$ cat src/dpa_pkg.sv
// Package for the dual-port RAM port host controller.
// Assumes a 20 MHz clock and an asynchronous dual-port RAM on the far side.
package dpa_pkg;
   localparam int CLK_NS = 50;
   localparam int ADDR_W = 14;
   localparam int DATA_W = 8;
   // Write and read timing, ns as printed (fastest grade)
   localparam int WRITE_PULSE_NS = 12;
   localparam int OUTPUT_OFF_NS = 10;
   localparam int DATA_SETUP_TO_WRITE_END_NS = 10;
   localparam int WRITE_HOLD_AFTER_CONTENTION_NS = 12;
   localparam int CONTENTION_WINDOW_NS = 5;
   localparam int WRITE_PULSE_TO_DATA_NS = 30;
   localparam int WRITE_DATA_TO_READ_DATA_DELAY_NS = 25;
   localparam int READ_ACCESS_NS = 35;
   // Cycle counts: least times round up
   function automatic int cyc_up(input int ns);
      int c;
      c = (ns + CLK_NS - 1) / CLK_NS;
      return (c < 1) ? 1 : c;
   endfunction
   localparam int WP_PLAIN_CYC = cyc_up(WRITE_PULSE_NS);
   localparam int WP_OE_CYC = cyc_up((WRITE_PULSE_NS > OUTPUT_OFF_NS + DATA_SETUP_TO_WRITE_END_NS) ?
                                     WRITE_PULSE_NS : OUTPUT_OFF_NS + DATA_SETUP_TO_WRITE_END_NS);
   localparam int HOLD_CYC = cyc_up(WRITE_HOLD_AFTER_CONTENTION_NS);
   localparam int SEP_CYC = cyc_up(CONTENTION_WINDOW_NS);
   localparam int RD_CYC = cyc_up(READ_ACCESS_NS + WRITE_PULSE_TO_DATA_NS);
   localparam logic [3:0] CNT_ONE = 4'h1;
   localparam logic [DATA_W-1:0] FLAG_FREE = 8'hff;
   localparam logic [DATA_W-1:0] FLAG_TAKE = 8'h00;
   typedef enum logic [1:0] {DPA_RD_MEM, DPA_WR_MEM, DPA_RD_FLAG, DPA_WR_FLAG} dpa_op_t;
   typedef struct packed {
      dpa_op_t op;
      logic [ADDR_W-1:0] addr;
      logic [DATA_W-1:0] data;
   } dpa_req_t;
   typedef struct packed {
      logic chip_select_n;
      logic flag_select_n;
      logic write_n;
      logic output_enable_n;
      logic [ADDR_W-1:0] addr;
   } dpa_pins_t;
endpackage

$ cat src/dpa_host.sv
// Host controller for one port of an asynchronous dual-port RAM.
// Assumes device pins synchronous to clk; contention pin is an input here.
`timescale 1ns/1ps
// Contract
// RULE1: Device writes only during overlap of low select and low strobe.
// RULE2: Host keeps strobe high whenever address changes.
// RULE3: Memory: select low, flag high; flag: reverse; held through write.
// RULE4: Select falling with or after strobe keeps device outputs off.
// RULE5: With output enable low, pulse is max of width or turn-off plus setup.
// RULE6: Host never drives data while device outputs may be on.
// RULE7: Flag read drives all eight data lines to the flag value.
// RULE8: A free flag reads all ones from both ports.
// RULE9: Near-simultaneous flag requests grant exactly one port.
// RULE10: Master mode gives priority to earlier valid port.
// RULE11: Slave mode does no arbitration of its own.
// RULE12: Losing port busy follows address match in master mode.
// RULE13: Busy follows later chip select with matching addresses.
// RULE14: External logic drives busy low by start of write strobe.
// RULE15: Held-off write keeps strobe low the hold time after busy rises.
// RULE16: Device blocks strobe while busy is asserted.
// RULE17: Written data reaches other port within port-to-port delays.
// RULE18: Busy release to data is the max of three values.
// RULE19: Slave busy input inhibits writes internally.
// RULE20: Master ignores writes on a port whose busy it drives low.
// RULE21: Flag requests from two ports separated by the contention window.
module dpa_host (
   input wire logic clk,
   input wire logic rst_n,
   input wire dpa_pkg::dpa_req_t req,
   input wire logic req_valid,
   output logic req_ready,
   output logic [dpa_pkg::DATA_W-1:0] rsp_data,
   output logic rsp_valid,
   output dpa_pkg::dpa_pins_t pins,
   output logic [dpa_pkg::DATA_W-1:0] data_out,
   output logic data_oe_n,
   input wire logic [dpa_pkg::DATA_W-1:0] data_in,
   input wire logic contention_n
);
   typedef enum logic [2:0] {S_IDLE, S_SETUP, S_PULSE, S_HOLD, S_READ, S_GAP} dpa_state_t;
   dpa_state_t state_q;
   dpa_pkg::dpa_req_t cur_q;
   logic [3:0] cnt_q;
   logic busy_seen_q;
   logic contention_n_q;

   function automatic logic is_write(input dpa_pkg::dpa_op_t op);
      return (op == dpa_pkg::DPA_WR_MEM) || (op == dpa_pkg::DPA_WR_FLAG);
   endfunction
   function automatic logic is_flag(input dpa_pkg::dpa_op_t op);
      return (op == dpa_pkg::DPA_RD_FLAG) || (op == dpa_pkg::DPA_WR_FLAG);
   endfunction

   // ==========================================================
   // Busy input register
   // ==========================================================
   always_ff @(posedge clk or negedge rst_n) begin
      if (!rst_n) begin
         contention_n_q <= 1'b1;
      end else begin
         contention_n_q <= contention_n; // RULE14
      end
   end

   // ==========================================================
   // Sequencer
   // ==========================================================
   always_ff @(posedge clk or negedge rst_n) begin
      if (!rst_n) begin
         state_q <= S_IDLE;
         cur_q <= '0;
         cnt_q <= 4'h0;
         busy_seen_q <= 1'b0;
      end else begin
         unique case (state_q)
            S_IDLE: begin
               if (req_valid) begin
                  cur_q <= req;
                  state_q <= S_SETUP;
                  busy_seen_q <= 1'b0;
               end
            end
            S_SETUP: begin
               // Address settles with strobe high; outputs off first for writes
               state_q <= is_write(cur_q.op) ? S_PULSE : S_READ; // RULE2
               cnt_q <= is_write(cur_q.op) ? 4'(dpa_pkg::WP_OE_CYC) : 4'(dpa_pkg::RD_CYC); // RULE5
            end
            S_PULSE: begin
               if (!contention_n_q) begin
                  busy_seen_q <= 1'b1;
                  cnt_q <= 4'(dpa_pkg::HOLD_CYC); // RULE15
               end else if (cnt_q == dpa_pkg::CNT_ONE) begin
                  state_q <= S_HOLD;
               end else begin
                  cnt_q <= cnt_q - 4'h1;
               end
            end
            S_HOLD: begin
               state_q <= S_GAP;
               cnt_q <= 4'(dpa_pkg::SEP_CYC); // RULE21
            end
            S_READ: begin
               if (cnt_q == dpa_pkg::CNT_ONE) begin
                  state_q <= S_GAP;
                  cnt_q <= 4'(dpa_pkg::SEP_CYC);
               end else begin
                  cnt_q <= cnt_q - 4'h1;
               end
            end
            S_GAP: begin
               if (cnt_q == dpa_pkg::CNT_ONE) begin
                  state_q <= S_IDLE;
               end else begin
                  cnt_q <= cnt_q - 4'h1;
               end
            end
            default: state_q <= S_IDLE;
         endcase
      end
   end

   // ==========================================================
   // Pin drive
   // ==========================================================
   always_ff @(posedge clk or negedge rst_n) begin
      if (!rst_n) begin
         pins <= '{chip_select_n: 1'b1, flag_select_n: 1'b1, write_n: 1'b1, output_enable_n: 1'b1,
                   addr: '0};
         data_out <= '0;
         data_oe_n <= 1'b1;
      end else begin
         if (state_q == S_IDLE && req_valid) begin
            pins.addr <= req.addr;
            // Select only one target at a time
            pins.chip_select_n <= is_flag(req.op); // RULE3
            pins.flag_select_n <= !is_flag(req.op); // RULE3
            pins.output_enable_n <= is_write(req.op);
         end else if (state_q == S_SETUP && is_write(cur_q.op)) begin
            pins.write_n <= 1'b0; // RULE1
            data_out <= is_flag(cur_q.op) ? cur_q.data & 8'h01 : cur_q.data;
            data_oe_n <= 1'b0; // RULE6
         end else if (state_q == S_HOLD || (state_q == S_READ && cnt_q == dpa_pkg::CNT_ONE)) begin
            pins.write_n <= 1'b1;
            pins.chip_select_n <= 1'b1;
            pins.flag_select_n <= 1'b1;
            pins.output_enable_n <= 1'b1;
            data_oe_n <= 1'b1;
         end
      end
   end

   // ==========================================================
   // Request and answer
   // ==========================================================
   always_ff @(posedge clk or negedge rst_n) begin
      if (!rst_n) begin
         req_ready <= 1'b0;
         rsp_valid <= 1'b0;
         rsp_data <= '0;
      end else begin
         req_ready <= (state_q == S_GAP && cnt_q == dpa_pkg::CNT_ONE);
         rsp_valid <= 1'b0;
         if (state_q == S_READ && cnt_q == dpa_pkg::CNT_ONE) begin
            // Flag reads are collapsed to bit 0; all lines carry the flag
            rsp_data <= is_flag(cur_q.op) ? {dpa_pkg::DATA_W{data_in[0]}} : data_in; // RULE7
            rsp_valid <= 1'b1;
         end else if (state_q == S_HOLD) begin
            rsp_data <= cur_q.data;
            rsp_valid <= 1'b1;
         end
      end
   end
endmodule

$ cat config.mk
export PLATFORM = sky130hd
export DESIGN_NAME = dpa_host
export DESIGN_NICKNAME = d
export VERILOG_FILES = /design/src/dpa_pkg.sv /design/src/dpa_host.sv
export SDC_FILE = /design/constraint.sdc
export NUM_CORES = 1
export LEC_CHECK = 0
export BUFFER_PORTS_ARGS = -buffer_cell sky130_fd_sc_hd__buf_2
export CAP_MARGIN = 20
export CORE_MARGIN = 5
export CORE_UTILIZATION = 30
export DETAILED_ROUTE_END_ITERATION = 6
export GPL_TIMING_DRIVEN = 0
export MAX_ROUTING_LAYER = met4
export PLACE_DENSITY_LB_ADDON = 0.15
export SETUP_SLACK_MARGIN = 0.02
export SLEW_MARGIN = 5
export SYNTH_ARGS = -nofsm -noshare
export SYNTH_HDL_FRONTEND = slang
export SYNTH_SLANG_ARGS = --single-unit
export TNS_END_PERCENT = 100
$ cat constraint.sdc
create_clock -name clk -period 2.5 [get_ports clk]
set_input_delay 0.125 -clock clk [delete_from_list [all_inputs] [get_ports clk]]
set_output_delay 0.125 -clock clk [all_outputs]
set_load 0.005 [all_outputs]
==> results.yml <==
detailed_routing:
  dr_total_vias: 1963
  wirelength_um: 6050
  first_iter_violations: 106
  viasPerCell: 4.55
  drtPass1Iterations: 4
  drc_errors: 0
  ant_nets: 0
  post_drt_wl_per_cell_um: 14.0
synth:
  synth.most_common_cell: "nand2_1"
  synth_area_um2: 2370
  synthArstFlopShare_pct: 100
  synth_seq_cells: 54
  ys_warn_count: 0
  synthTopCellsByCount: "nand2_1 (75), dfrtp_1 (49), a21oi_1 (11), a22o_1 (9)"
  yosysSeqAreaShare_pct: 57.3
  synth_cell_type_count: 39
  synthCells: 230
  synth_edf_count: 0
  synthesis.nets: 270
  yosys.area.top_type_share_pct: 51.7
  synth.top_cells.by_area: "dfrtp_1 (52%), nand2_1 (12%), dfstp_2 (5.5%)"
  syn_avg_cell_area_um2: 10.3
  ys.flop_type: "dfrtp_1"
  yosysTopAreaCell: "dfrtp_1"
clock_network:
  cts_hold_buf: 18
  cts_buffers: 5
  tritoncts: "yes"
  htreeDepth: 2
  clock_latency_ns: 0.31
  postCtsSetupBuffers: 0
  cts-root-buf: "clkbuf_8"
  post_cts_resize_count: 0
  path_clk_slew_ns: 0.10
  cts.sinks: 54
  clock_path_buffers: 2
placed_design:
  hpwl_um: 4300
  place_inst: 405
  gp_congestion: 0.798
  preCtsSetupSlack_ns: 0.409
  port-buffer-count: 72
floorplan:
  coreArea_um2: 7730
  die_y_um: 98.9
  die_x_um: 98.9
  ios: 73
  start_util_pct: 30.7
  die_area_um2: 9780
  rows: 32
setup_path:
  cp-end-kind: "flip-flop"
  rr_endpoint: "cnt_q[0]"
  worstPathMaxFanout: 7
  ff2ff_path_depth: 8
  crit_arrival_ns: 2.29
  r2r_start: "cnt_q[1]"
  path_cells: "inv_1 -> ha_1 -> nor3b_4 -> inv_1 -> ha_1 -> nor3b_1 -> o221ai_1 -> a22o_1"
  path_buf_inv: 2
  reg2reg_slack_ns: 0.41
  critPathMaxStageDelay_ns: 0.42
  cp-start-kind: "flip-flop"
  path_delay_family: "simple AND/OR/NAND/NOR gates"
  path_class: "flip-flop to flip-flop"
  crit_required_ns: 2.70
  slowest_stage: "nor3b_4"
sta:
  layout_min_cycle_time_ns: 2.09
  hold_violations: 0
  worstMarginPinSlew_ns: 0.467
  max_freq_mhz: 479
  fin_setup_tns_ns: 0
  fin_ws_ns: 0.411
  fin_skew_ns: 0.0135
  rsz0062_at_grt: "false"
  finalSetupViolCount: 0
  slew_viol_final: 0
  fin_crit_sh_pct: 83.5
  slew_headroom_pct: 68.8
pwr:
  powerDensity_nw_per_um2: 1170
  p_leak_nw: 1.66
  total_power_mw: 3.71
  ir_drop_mv: 0.385
layout:
  drive_above_1_share_pct: 31.6
  antenna_cells: 0
  fin_cells: 431
  multi_input_area_um2: 910
  fin_nets: 368
  area_growth_pct: 34.2
  seq_area_um2: 1360
  fillers: 793
flow_run:
  maxCapViolations: 0
min_path:
  worstHoldPathCells: 3
  min_to: "cur_q[6]"
  min_path_type: "input port to flip-flop"
  hp-start: "req[6]"
status:
  status: "finished clean"
global_route:
  grt_usage_pct: 13.7
  grt_start_max_net_pins: 37
  grt_pass1_vias: 2093
  grt_pass1_wl_um: 10500
  antenna_found_initial: 0
  grt-ovfl-total: 0
-- tightest hold or removal path: stages --
cell and delay, ns:
buf_2 0.07, nand2_1 0.04, nand2_1 0.05
-- report_power, final --
group / internal, mW / total, mW / switching [mW] / leakage, nW
combinational: 0.723 / 1.52 / 0.797 / 0.928
sequential: 1.28 / 1.55 / 0.270 / 0.666
clock: 0.330 / 0.631 / 0.301 / 0.0618
-- area by class of cell --
cell class / count / share of cell area [%]
Clock buffer: 6 / 2.60
Inverter: 9 / 1.06
Clock inverter: 2 / 1.22
Multi-Input combinational cell: 157 / 28.6
Tap cell: 102 / 4.01
Timing Repair Buffer: 91 / 17.6
Buffer: 10 / 2.16
Sequential cell: 54 / 42.7
-- state kept, by name, indices dropped and copies added (netlist names) --
name            flops
cnt_q               4
contention_n_q      1
cur_q              10
data_out            8
pins               18
req_ready           1
rsp_data            8
rsp_valid           1
state_q             3
-- cell families (layout without fill, tap and decap cells) --
logic type / count (synthesis) / after routing / share of synthesized area (%)
compound gates: 42 / 42 / 12.3
xor+xnor: 1 / 1 / 0.370
fa+ha+maj: 4 / 4 / 2.11
buf+inv: 19 / 118 / 4.33
flops: 54 / 54 / 57.3
mux: 8 / 8 / 3.59
simple gates: 102 / 102 / 20.0
-- stage by stage --
stage          utilization (%)  hold WS, ns  instance area [um2]
6_report                  41.1      0.00431                 3180
5_1_grt                   41.1       0.0163                 3180
4_1_cts                   41.1     0.000194                 3180
3_5_place_dp              37.2        0.109                 2880
3_3_place_gp              37.0        0.237                 2860
2_1_floorplan                -       -0.171                 2370
-- layout by cell type (no fill, tap or decap), drive strengths merged --
master and count:
a22oi 1, a21boi 1, mux2 1, ha 4, nand2 75, a31oi 1, a22o 9, o21ai 5
dfrtp 49, a21o 2, xnor2 1, a31o 1, and3 1, nor3b 3, inv 10, nor2 8
nor2b 1, nand2b 3, nand4bb 1, a211oi 7, clkbuf 7, dfstp 5, mux2i 7, dlygate4sd3 18
nand4 3, buf 82, nor3 2, bufinv 1, o221ai 3, or3 1, a21oi 11, nand3 4
o31a 1
-- worst max-delay path by stage --
stage	startpoint	end	slack, ns	depth (start not counted)
finish	cnt_q[1]	cnt_q[0]	0.41	8
floorplan	cnt_q[1]	cnt_q[0]	0.62	8
global placement	cnt_q[1]	cnt_q[0]	0.44	8
detailed placement	cnt_q[1]	cnt_q[0]	0.41	8
CTS	cnt_q[1]	cnt_q[0]	0.38	8
global route	cnt_q[1]	cnt_q[0]	0.23	8
-- layer usage --
layer	vias up	part of all wire (%)	track usage (%)
li1	975	-	-
met1	928	47	18.8
met2	52	46	20.1
met3	8	5.4	3.18
met4	0	1.5	3.99
met5	-	0	-
Power figures use the tool's default switching activity.
